<file path="src/fms_pkg.sv">
/*
 * Constants of the freeze mode sequencer: state codes, step counts, output levels.
 * Assumes a single system clock and an active-low asynchronous board reset.
 */
package fms_pkg;
    // One-hot state codes
    typedef enum logic [4:0] {
        FMS_IDLE = 5'h01,
        FMS_WAIT = 5'h02,
        FMS_FREEZE = 5'h04,
        FMS_FREEZE_LAST = 5'h08,
        FMS_RECOVER = 5'h10
    } fms_state_type;

    localparam int FMS_STEP_WIDTH = 4;
    localparam logic [3:0] FMS_STEP_LAST = 4'hF;
    localparam logic [3:0] FMS_STEP_RESET = 4'h0;
    localparam logic FMS_RESET_N_RESET = 1'b0;
    localparam logic FMS_FREEZE_N_RESET = 1'b1;
    localparam logic FMS_START_RESET = 1'b0;
endpackage

</file>
<file path="src/fms_sync_if.sv">
/*
 * Carries synchronised request levels from the input stage to the sequencer.
 * Assumes both ends share the system clock.
 */
`timescale 1ns/100ps
interface fms_sync_if;
    logic enter;
    logic exit_req;
    logic done;
    modport source (output enter, exit_req, done);
    modport sink (input enter, exit_req, done);
endinterface

</file>
<file path="src/fms_sequencer.sv">
/*
 * Freeze mode sequencer: drives the processor reset and freeze pins to put the
 * processor into freeze mode and to bring it back through a full reset.
 * Assumes an external settle timer answers the start output on timer_done,
 * and that the board reset rst_n is asynchronous and active low.
 */
// Behaviour
// Idle: enter request alone starts freeze steps
// Idle: exit request wins, go to wait
// Wait: reset low, freeze high, start high
// Timer starts on start, reports done
// Settle delay lasts ten thousand processor clocks
// Freeze: sixteen steps, then reset released with freeze held low
// Recover: sixteen reset steps, then idle
// Step counter 0..15, else zero
// Board reset also resets the processor
// Registered outputs; reset returns idle state
// Processor samples freeze low across reset release
`timescale 1ns/100ps
module fms_sequencer (
    input wire logic clock,
    input wire logic rst_n,
    input wire logic enter_freeze_request,
    input wire logic exit_freeze_request,
    input wire logic timer_done,
    output logic cpu_reset_n,
    output logic cpu_freeze_n,
    output logic timer_start,
    output logic [3:0] step
);
    // ****************************************
    // Input synchronisation
    // ****************************************
    fms_sync_if sync_bus ();
    logic [2:0] sync_level;

    fms_input_sync #(.WIDTH(3)) u_sync (
        .clock(clock),
        .rst_n(rst_n),
        .raw({timer_done, exit_freeze_request, enter_freeze_request}),
        .level(sync_level)
    );

    assign sync_bus.enter = sync_level[0];
    assign sync_bus.exit_req = sync_level[1];
    assign sync_bus.done = sync_level[2];

    // ****************************************
    // State transitions
    // ****************************************
    fms_pkg::fms_state_type state;
    fms_pkg::fms_state_type next_state;
    logic [3:0] next_step;
    wire step_end = (step == fms_pkg::FMS_STEP_LAST);

    always_comb begin
        next_state = state;
        next_step = fms_pkg::FMS_STEP_RESET;
        case (state)
            fms_pkg::FMS_IDLE: begin
                if (sync_bus.exit_req) begin
                    next_state = fms_pkg::FMS_WAIT;
                end else if (sync_bus.enter) begin
                    next_state = fms_pkg::FMS_FREEZE;
                end
            end
            fms_pkg::FMS_WAIT: begin
                if (sync_bus.done) begin
                    next_state = fms_pkg::FMS_RECOVER;
                end
            end
            fms_pkg::FMS_FREEZE: begin
                if (step_end) begin
                    next_state = fms_pkg::FMS_FREEZE_LAST;
                end else begin
                    next_step = step + 4'h1;
                end
            end
            fms_pkg::FMS_FREEZE_LAST: begin
                next_state = fms_pkg::FMS_IDLE;
            end
            fms_pkg::FMS_RECOVER: begin
                if (step_end) begin
                    next_state = fms_pkg::FMS_IDLE;
                end else begin
                    next_step = step + 4'h1;
                end
            end
            default: begin
                next_state = fms_pkg::FMS_IDLE;
            end
        endcase
    end

    // ****************************************
    // Output decode (Moore)
    // ****************************************
    wire next_reset_n = (next_state == fms_pkg::FMS_IDLE)
        || (next_state == fms_pkg::FMS_FREEZE_LAST);
    wire next_freeze_n = (next_state != fms_pkg::FMS_FREEZE)
        && (next_state != fms_pkg::FMS_FREEZE_LAST);
    wire next_start = (next_state == fms_pkg::FMS_WAIT);

    always_ff @(posedge clock or negedge rst_n) begin
        if (!rst_n) begin
            state <= fms_pkg::FMS_IDLE;
            step <= fms_pkg::FMS_STEP_RESET;
            cpu_reset_n <= fms_pkg::FMS_RESET_N_RESET;
            cpu_freeze_n <= fms_pkg::FMS_FREEZE_N_RESET;
            timer_start <= fms_pkg::FMS_START_RESET;
        end else begin
            state <= next_state;
            step <= next_step;
            cpu_reset_n <= next_reset_n;
            cpu_freeze_n <= next_freeze_n;
            timer_start <= next_start;
        end
    end
endmodule

</file>
<file path="src/fms_input_sync.sv">
/*
 * Three-stage synchroniser for the asynchronous request and timer inputs.
 * Assumes inputs come from pins outside the clock domain; a level counts once
 * the second and third stages agree.
 */
`timescale 1ns/100ps
module fms_input_sync #(
    parameter int WIDTH = 3
) (
    input wire logic clock,
    input wire logic rst_n,
    input wire logic [WIDTH-1:0] raw,
    output logic [WIDTH-1:0] level
);
    logic [WIDTH-1:0] stage1;
    logic [WIDTH-1:0] stage2;
    logic [WIDTH-1:0] stage3;

    genvar i;
    generate
        for (i = 0; i < WIDTH; i++) begin : g_bit
            always_ff @(posedge clock or negedge rst_n) begin
                if (!rst_n) begin
                    stage1[i] <= 1'b0;
                    stage2[i] <= 1'b0;
                    stage3[i] <= 1'b0;
                    level[i] <= 1'b0;
                end else begin
                    stage1[i] <= raw[i];
                    stage2[i] <= stage1[i];
                    stage3[i] <= stage2[i];
                    if (stage2[i] == stage3[i]) begin
                        level[i] <= stage3[i];
                    end
                end
            end
        end
    endgenerate
endmodule

</file>
<file path="config.mk">
export PLATFORM = sky130hd
export DESIGN_NAME = fms_sequencer
export DESIGN_NICKNAME = d
export VERILOG_FILES = /design/src/fms_pkg.sv /design/src/fms_sync_if.sv /design/src/fms_sequencer.sv /design/src/fms_input_sync.sv
export SDC_FILE = /design/constraint.sdc
export NUM_CORES = 1
export LEC_CHECK = 0
export BUFFER_PORTS_ARGS = -buffer_cell sky130_fd_sc_hd__buf_2
export CAP_MARGIN = 0
export CORE_MARGIN = 2
export CORE_UTILIZATION = 40
export DETAILED_ROUTE_END_ITERATION = 7
export GPL_ROUTABILITY_DRIVEN = 0
export PLACE_DENSITY = 0.64
export REMOVE_ABC_BUFFERS = 1
export SYNTH_ARGS = -nofsm -noshare
export SYNTH_HDL_FRONTEND = slang
export SYNTH_SLANG_ARGS = --single-unit
</file>
<file path="constraint.sdc">
create_clock -name clock -period 1.81 [get_ports clock]
set_input_delay 0.0905 -clock clock [delete_from_list [all_inputs] [get_ports clock]]
set_output_delay 0.0905 -clock clock [all_outputs]
set_load 0.02 [all_outputs]
</file>
==> results.md, run 1 <==
- The run finished with clean final reports.
- The H-tree depth reported by CTS is 1.
- The count of final setup violators is 0.
- The smallest clock period supported by the final layout is computed as around 1500 ps.
- Setup repair after global routing left no endpoint under its margin.
- Of the available clock period, the critical path in the final layout requires roughly four fifths.
- The top-level I/O count is 12.
- The gate count of the mapped netlist is ~70.
- The number of buffers created by CTS is 3.
- After detailed routing, the number of vias per cell comes to approximately 5.1.
- The number of vias after detailed routing is 579.
- Summing all non-filler instances in the final layout gives an area of ~1100 um^2.
- The layout has about 220 filler cells.
- Cells with a size suffix above 1 make up ~28% of the layout.
- The clock input transition at the sequential cells of the worst setup and hold paths is approximately 130 ps.
- In this run, synthesis produced a sequential element count of 24.
- Sequential cells were found to cover roughly 63% of the synthesized design area.
- The count of placed standard cells including taps is roughly 110.
- Across the VDD grid, the largest voltage drop is 0.0008224 V.
- At the later pin of the worst-skew pair, clock insertion delay measures approximately 310 ps.
- Sorting the synthesized cells by area gives the leading types as dfrtp_1, dfstp_2, buf_6.
- The count of antenna diodes in the layout is 0.
- Measured along the x axis, the die boundary spans 53.05 um.
- Across the routed clock network, the largest skew measured is ~10 ps.
- Along the worst path, the maximum fanout reaches 11.
- The worst setup path category is reg2reg.
- Averaged over all synthesized cells, the footprint is 13.55 um^2.
- In the final routed layout, each cell accounts on average for between 10 and 15 um.
- The required arrival time at the worst endpoint is around 2000 ps.
- For this design, the sink count on the clock tree is 24.
- After global routing the overflow that remains totals 0.
- The static power due to leakage is roughly 0.48 nW.
- Measured on the finished design, the core utilization comes to between 40% and 50%.
- The wire length reported by the detailed router is around 1400 um.
- Summing internal, switching and leakage power gives around 0.0014 W.
- The area of placed instances is between 1000 and 1500 um^2.
- The mapped netlist covers slightly below 1000 um^2.
- After routing, the total negative slack on setup checks comes to 0 ps.
- The library cell with the largest summed area after synthesis is dfrtp_1.
- The transition time at the pin with the least slew margin is roughly 500 ps.
- The slowest library cell on the worst path is dfstp_2.
- The worst slew margin relative to its limit is 66.76%.
- The number of warnings reported in the yosys synthesis log is 0.
- The class of the worst hold path is in2async.
- The number of global-route vias before repair was around 550.
- The antenna violation net count after detailed routing is 0.
- The final-stage net count is 93.
- The synthesis-to-finish area growth is 14.95%.
- The most frequent standard cell in the layout excluding fill and tap cells is dfrtp_1.
- For this configuration, the core starts out at a cell density of between 40% and 50%.
- The number of slew-limit violations in the final report is 0.
- The signal on the critical path passes through or4b_1, o311ai_1, o211ai_1.
- The library cells used most frequently in the layout, excluding fill and tap cells, are dfrtp_1, buf_2, nor4_1, dlygate4sd3_1.
- After synthesis, the largest area contributor takes up a little under three fifths of total cell area.
- The number of remaining DRC errors is 0.
- The iteration count of the initial detailed-routing pass is 4.
- The distinct cell type count of the synthesized netlist is 32.
- Entering global routing, the biggest net connects 25 pins.
- The worst setup path is launched from a flip-flop.
- The path depth of the worst reg2reg path is 3.
- The initial antenna violation count came to 0.
- The post-CTS setup repair buffer count is 0.
- Static timing analysis puts the maximum clock frequency at roughly 670 MHz.
- The full die area is roughly 2800 um^2.
- In this run the power density over the cells is 1296 nW/um^2.
- The count of cells in the finished layout, fillers not included, comes to about 110.
- The floorplan has 17 rows.
- The cell at the root of the clock tree is clkbuf_4.
- The number of DRC markers after the initial detailed-route iteration is 6.
- At the worst endpoint, the arrival time is about 1700 ps.
- The first global-routing pass estimated 2408 um of wire.
- The total of cells resized after clock tree synthesis is 0.
- The area of the core is about 2200 um^2.
- The CTS tree is built.
- The number of max-cap violations is 0.
- The global-route total usage across every layer is 11.86%.
- The count of endpoints failing hold in the final timing report came to 0.
- The worst stage delay on the critical path is 650 ps.
- Port buffering added 11 buffers.
- The type of element capturing the critical path is a flip-flop.
- The detailed-placement wirelength estimate is 954.8 um.
- The height of the die is between 50 and 60 um.
- The number of buffers between clock root and the deepest sink is 2.
-- metal layers --
| layer | part of all wire (%) | global-route usage, % |
|---|---|---|
| met1 | 50 | 16.76 |
| met4 | 0.72 | 2.564 |
| met3 | 2.1 | 3.390 |
| met5 | 0 | 0 |
| met2 | 47 | 18.13 |
-- state kept, by name (all words and copies together), names as in the netlist --
signal and flops:
timer_start 1, state 5, u_sync.stage1 3, u_sync.level 3, cpu_freeze_n 1, u_sync.stage2 3
u_sync.stage3 3, cpu_reset_n 1, step 4
-- stage by stage --
stage | hold slack [ps] | setup WS [ps]
detailed placement | 96.13 | 342.9
global placement | 92.60 | 388.6
CTS | 277.1 | 324.1
floorplan | -205.1 | 424.5
finish | 263.2 | 328.3
global route | 304.7 | 256.6
-- cell families after synthesis --
family          count (synthesis)  synth area share, %
xor+xnor                        3                2.731
compound gates                 11                7.672
fa+ha+maj                       4                4.421
flops                          24                62.68
buf+inv                         7                5.201
simple gates                   22                17.29
-- cell type report --
cell class	instances	area, um^2	share of cell area, %
flip-flops and latches	24	603.1	54.52
multi-input cells	40	309.0	27.94
repair buffers	15	95.09	8.597
well taps	28	35.03	3.167
clock inverters	1	30.03	2.715
clock buffers	3	22.52	2.036
inverters	3	11.26	1.018
-- cells in the mapped netlist, drive strengths merged --
library cell	count
nor3b	2
nand3	1
o211ai	2
or4b	2
nand4b	1
o21ai	2
nor2	1
nand3b	1
xnor2	3
a31o	1
nor4	4
nor3	2
a31oi	2
nand2b	3
o311ai	1
buf	4
nand2	1
dfrtp	22
dfstp	2
or4	2
or3	1
and2	1
ha	1
maj3	3
inv	3
a21oi	3
-- path summary, 6_finish.rpt --
check	from	to	slack [ps]
setup / recovery	state[0]$_DFF_PN1_	cpu_reset_n$_DFF_PN0_	330
hold / removal	rst_n	u_sync.stage3[2]$_DFF_PN0_	260
setup reg to reg	state[0]$_DFF_PN1_	cpu_reset_n$_DFF_PN0_	330
hold reg to reg	u_sync.stage1[2]$_DFF_PN0_	u_sync.stage2[2]$_DFF_PN0_	370
max in group asynchronous	rst_n	cpu_freeze_n$_DFF_PN1_	1180
min in group clock	u_sync.stage1[2]$_DFF_PN0_	u_sync.stage2[2]$_DFF_PN0_	370
-- critical path, delay by kind of cell (launching register included) --
| family | cells | cell delay (ps) |
|---|---|---|
| AND/OR/NAND/NOR | 1 | 460 |
| flip-flops | 1 | 650 |
| AO/OA/AOI/OAI | 2 | 250 |
-- where the power goes --
group	internal (W)	switching, W	leakage (nW)
sequential	0.000633	0.000107	0.295
combinational	0.000160	0.000159	0.160
clock	0.000224	0.000152	0.0279
-- what timing repair did --
action                                 4_1_cts  5_1_grt
setup endpoints to repair                    0        0
hold buffers                                 4        0
endpoints found under the hold margin       25        0
Power figures use the tool's default switching activity.
==> run 2, diff against run 1 <==
- clock period: 1.81 -> 1.4 ns (I/O delays scaled with it)
==> run 2 against run 1 <==
Utilization is 2.2 points higher. First-iteration DRC count is 50% lower. Highest routed layer unchanged. Critical endpoint unchanged. Combinational power is 93% higher. Via count is 7.4% higher. Register-to-register slack worse by 320 ps. Non-clock buffer count is 8 higher. Worst hold slack worse by 21 ps. Sequential share of layout area is 2.1 points lower. Sequential power is 23% higher. Wire length is 7.6% higher. Clock skew is 6.9 ps lower. Critical path depth stayed put.
==> results.md, run 2 (synthesis gave the netlist of run 1 again) <==
- The run finished with clean final reports.
- Headroom to the max-slew limit came out at between 60% and 70%.
- At the end of the flow, the number of nets in the layout was slightly above 100.
- The final worst slack is about 6.5 ps.
- The wire length reported by the detailed router is 1488 um.
- For this design the ratio of total power to cell area is around 1600 nW/um^2.
- Setup violations remaining at the end of the flow were counted as 0.
- On the critical path the largest part of the delay comes from flip-flops.
- The height of the die is 53.05 um.
- Derived from the worst setup path, the maximum achievable clock frequency is between 700 and 800 MHz.
- The full die area is between 2000 and 3000 um^2.
- At the worst endpoint, the required time is about 1600 ps.
- The core region is between 2000 and 2500 um^2.
- The library cell used most frequently in the layout, excluding fill and tap cells, is dfrtp_1.
- The synthesis-to-finish area growth is 20.03%.
- Per report_power, the combinational group accounts for ~34% of the total.
- In the global route stage, overall resource usage came out at between 10 and 15%.
- The share of the cycle needed by the critical path after routing is 99.54%.
- The number of vias after detailed routing is approximately 620.
- The count of antenna diodes in the layout is 0.
- The tree is rooted in a clkbuf_4.
- The placement-stage worst setup slack is around 7.5 ps.
- The average detailed-routed wire length per instance is roughly 12 um.
- STA classifies the critical path endpoint as a flip-flop.
- The initial antenna violation count is 0.
- The worst stage delay on the critical path is roughly 580 ps.
- The slowest library cell on the worst path is dfstp_2.
- After detailed routing, the number of remaining DRC violations is 0.
- The proportion of total power due to net switching is between 30% and 40%.
- The clock net in this run drives a total of 24 sinks.
- Data arrives at the worst endpoint at between 1500 and 2000 ps.
- The multi-input logic area is about 330 um^2.
- The clock latency on the worst-skew pair is ~300 ps.
- The static power due to leakage is around 0.5 nW.
- The worst hold path belongs to the class in2async.
- Across the routed clock network, the largest skew measured is 3.404 ps.
- The final cell utilization of the core is between 50% and 60%.
- The register bank with the most flops is state.
- The number of global-route vias before repair was just under 600.
- The horizontal die dimension is approximately 53 um.
- The worst setup path is launched from a flip-flop.
- The number of rows created at floorplan is 17.
- Setup repair after global routing could not meet its margin everywhere.
- Walking the worst path, the cells encountered are or4b_4, o311ai_2, o211ai_1.
- The worst path buffer plus inverter count is 0.
- Along the worst path, the maximum fanout reaches 4.
- Entering global routing, the biggest net connects 25 pins.
- The worst setup path category is reg2reg.
- The time the worst path needs with I/O delays and setup is between 1000 and 1500 ps.
- The flip-flop count of the largest register after layout is 5.
- The clock passes through at most 2 buffers.
- The library cells used most frequently in the layout, excluding fill and tap cells, are dfrtp_1, buf_2, buf_4.
- Counting the buffers created by CTS gives 3.
- At the pin with the least slew margin, the transition time is slightly below 500 ps.
- For this design the total switching power over the nets is approximately 0.00057 W.
- The peak supply drop is slightly above 0.0008 V.
- The antenna violation net count after detailed routing is 0.
- The flip-flop and latch area is between 600 and 700 um^2.
- The H-tree depth reported by CTS is 1.
- The count of endpoints failing hold in the final timing report is 0.
- The tool flagged a number of max-cap violations equal to 0.
- The detailed-placement wirelength estimate is between 1000 and 1500 um.
- The filler cells instantiated in the layout total about 200.
- The CTS tree is built.
- After clock tree synthesis, the setup repair step added 0 buffers.
- The share of cells above drive strength 1 is approximately 39%.
- The number of slew-limit violations in the final report was 0.
- After clock tree synthesis, the clock-pin slew on the worst setup and hold paths is between 100 and 150 ps.
- Of the total power, registers draw between 50% and 60%.
- The clock network fraction of total power is ~16%.
- The top-level I/O count is 12.
- The detailed router finished its first iteration with 3 violations.
- Input and output buffers added on the ports amount to 11.
- The initial utilization of the core area, before any placement, comes to between 40% and 50%.
- The largest registers in the layout are state (5), step (4).
- The detail-routed via count per cell is between 5 and 6.
- The reg2reg setup slack is approximately 6.5 ps.
- The iteration count of the initial detailed-routing pass is 4.
- The total congestion overflow after global routing is 0.
- The internal power contribution is ~0.0012 W.
- The first global-routing pass estimated 2553 um of wire.
-- run 2: routing by layer --
metal	up-vias	GRT usage, %	share of wire [%]
met4	0	7.265	1.7
li1	298	-	-
met5	-	0	0
met1	311	17.43	47
met2	9	18.75	49
met3	4	3.390	2.4
-- run 2: worst reg2reg max path, cell delays in order, from the launching register on --
cell      delay [ps]
dfstp_2          580
or4b_4           460
o311ai_2         100
o211ai_1         130
-- run 2: through the flow --
stage | area, um^2 | TNS, ps | cells | power, W | hold WS, ps
6_report | 1155 | 0 | 121 | 0.001811 | 242.1
5_1_grt | 1155 | -39.85 | 121 | 0.001931 | 300.6
4_1_cts | 1137 | 0 | 121 | 0.001769 | 269.4
3_5_place_dp | 1074 | 0 | 114 | 0.001476 | 72.98
3_3_place_gp | 1074 | 0 | 114 | 0.001460 | 71.31
2_1_floorplan | 923.4 | 0 | 67 | 0.001249 | -225.6
-- run 2: worst paths after layout --
check,from,to,cells after the start
max in group asynchronous,rst_n,cpu_freeze_n$_DFF_PN1_,2
max reg2reg,state[0]$_DFF_PN1_,cpu_reset_n$_DFF_PN0_,3
min reg2reg,u_sync.stage1[2]$_DFF_PN0_,u_sync.stage2[2]$_DFF_PN0_,0
max,state[0]$_DFF_PN1_,cpu_reset_n$_DFF_PN0_,3
min,rst_n,u_sync.stage3[2]$_DFF_PN0_,2
min in group clock,u_sync.stage1[2]$_DFF_PN0_,u_sync.stage2[2]$_DFF_PN0_,0
-- run 2: area by class of cell --
class	count	area share, %
repair buffers	23	13.43
inverters	3	0.9751
multi-input cells	40	28.17
clock buffers	3	1.950
flip-flops and latches	24	52.44
well taps	28	3.034
-- run 2: timing repair --
action | in CTS | in global routing
hold buffers | 4 | 0
hold endpoints to repair | 25 | 0
pin swaps | 0 | 1
gates resized for setup | 1 | 4
gates cloned | 0 | 0
endpoints found under the setup margin | 1 | 4
-- run 2: power groups by stage --
stage               logic [W]  clock network [W]  registers (W)
floorplan            0.000253                  0       0.000996
CTS                  0.000568           0.000297       0.000903
global placement     0.000549                  0       0.000910
global route         0.000672           0.000331       0.000927
finish               0.000615           0.000287       0.000908
detailed placement   0.000559                  0       0.000917
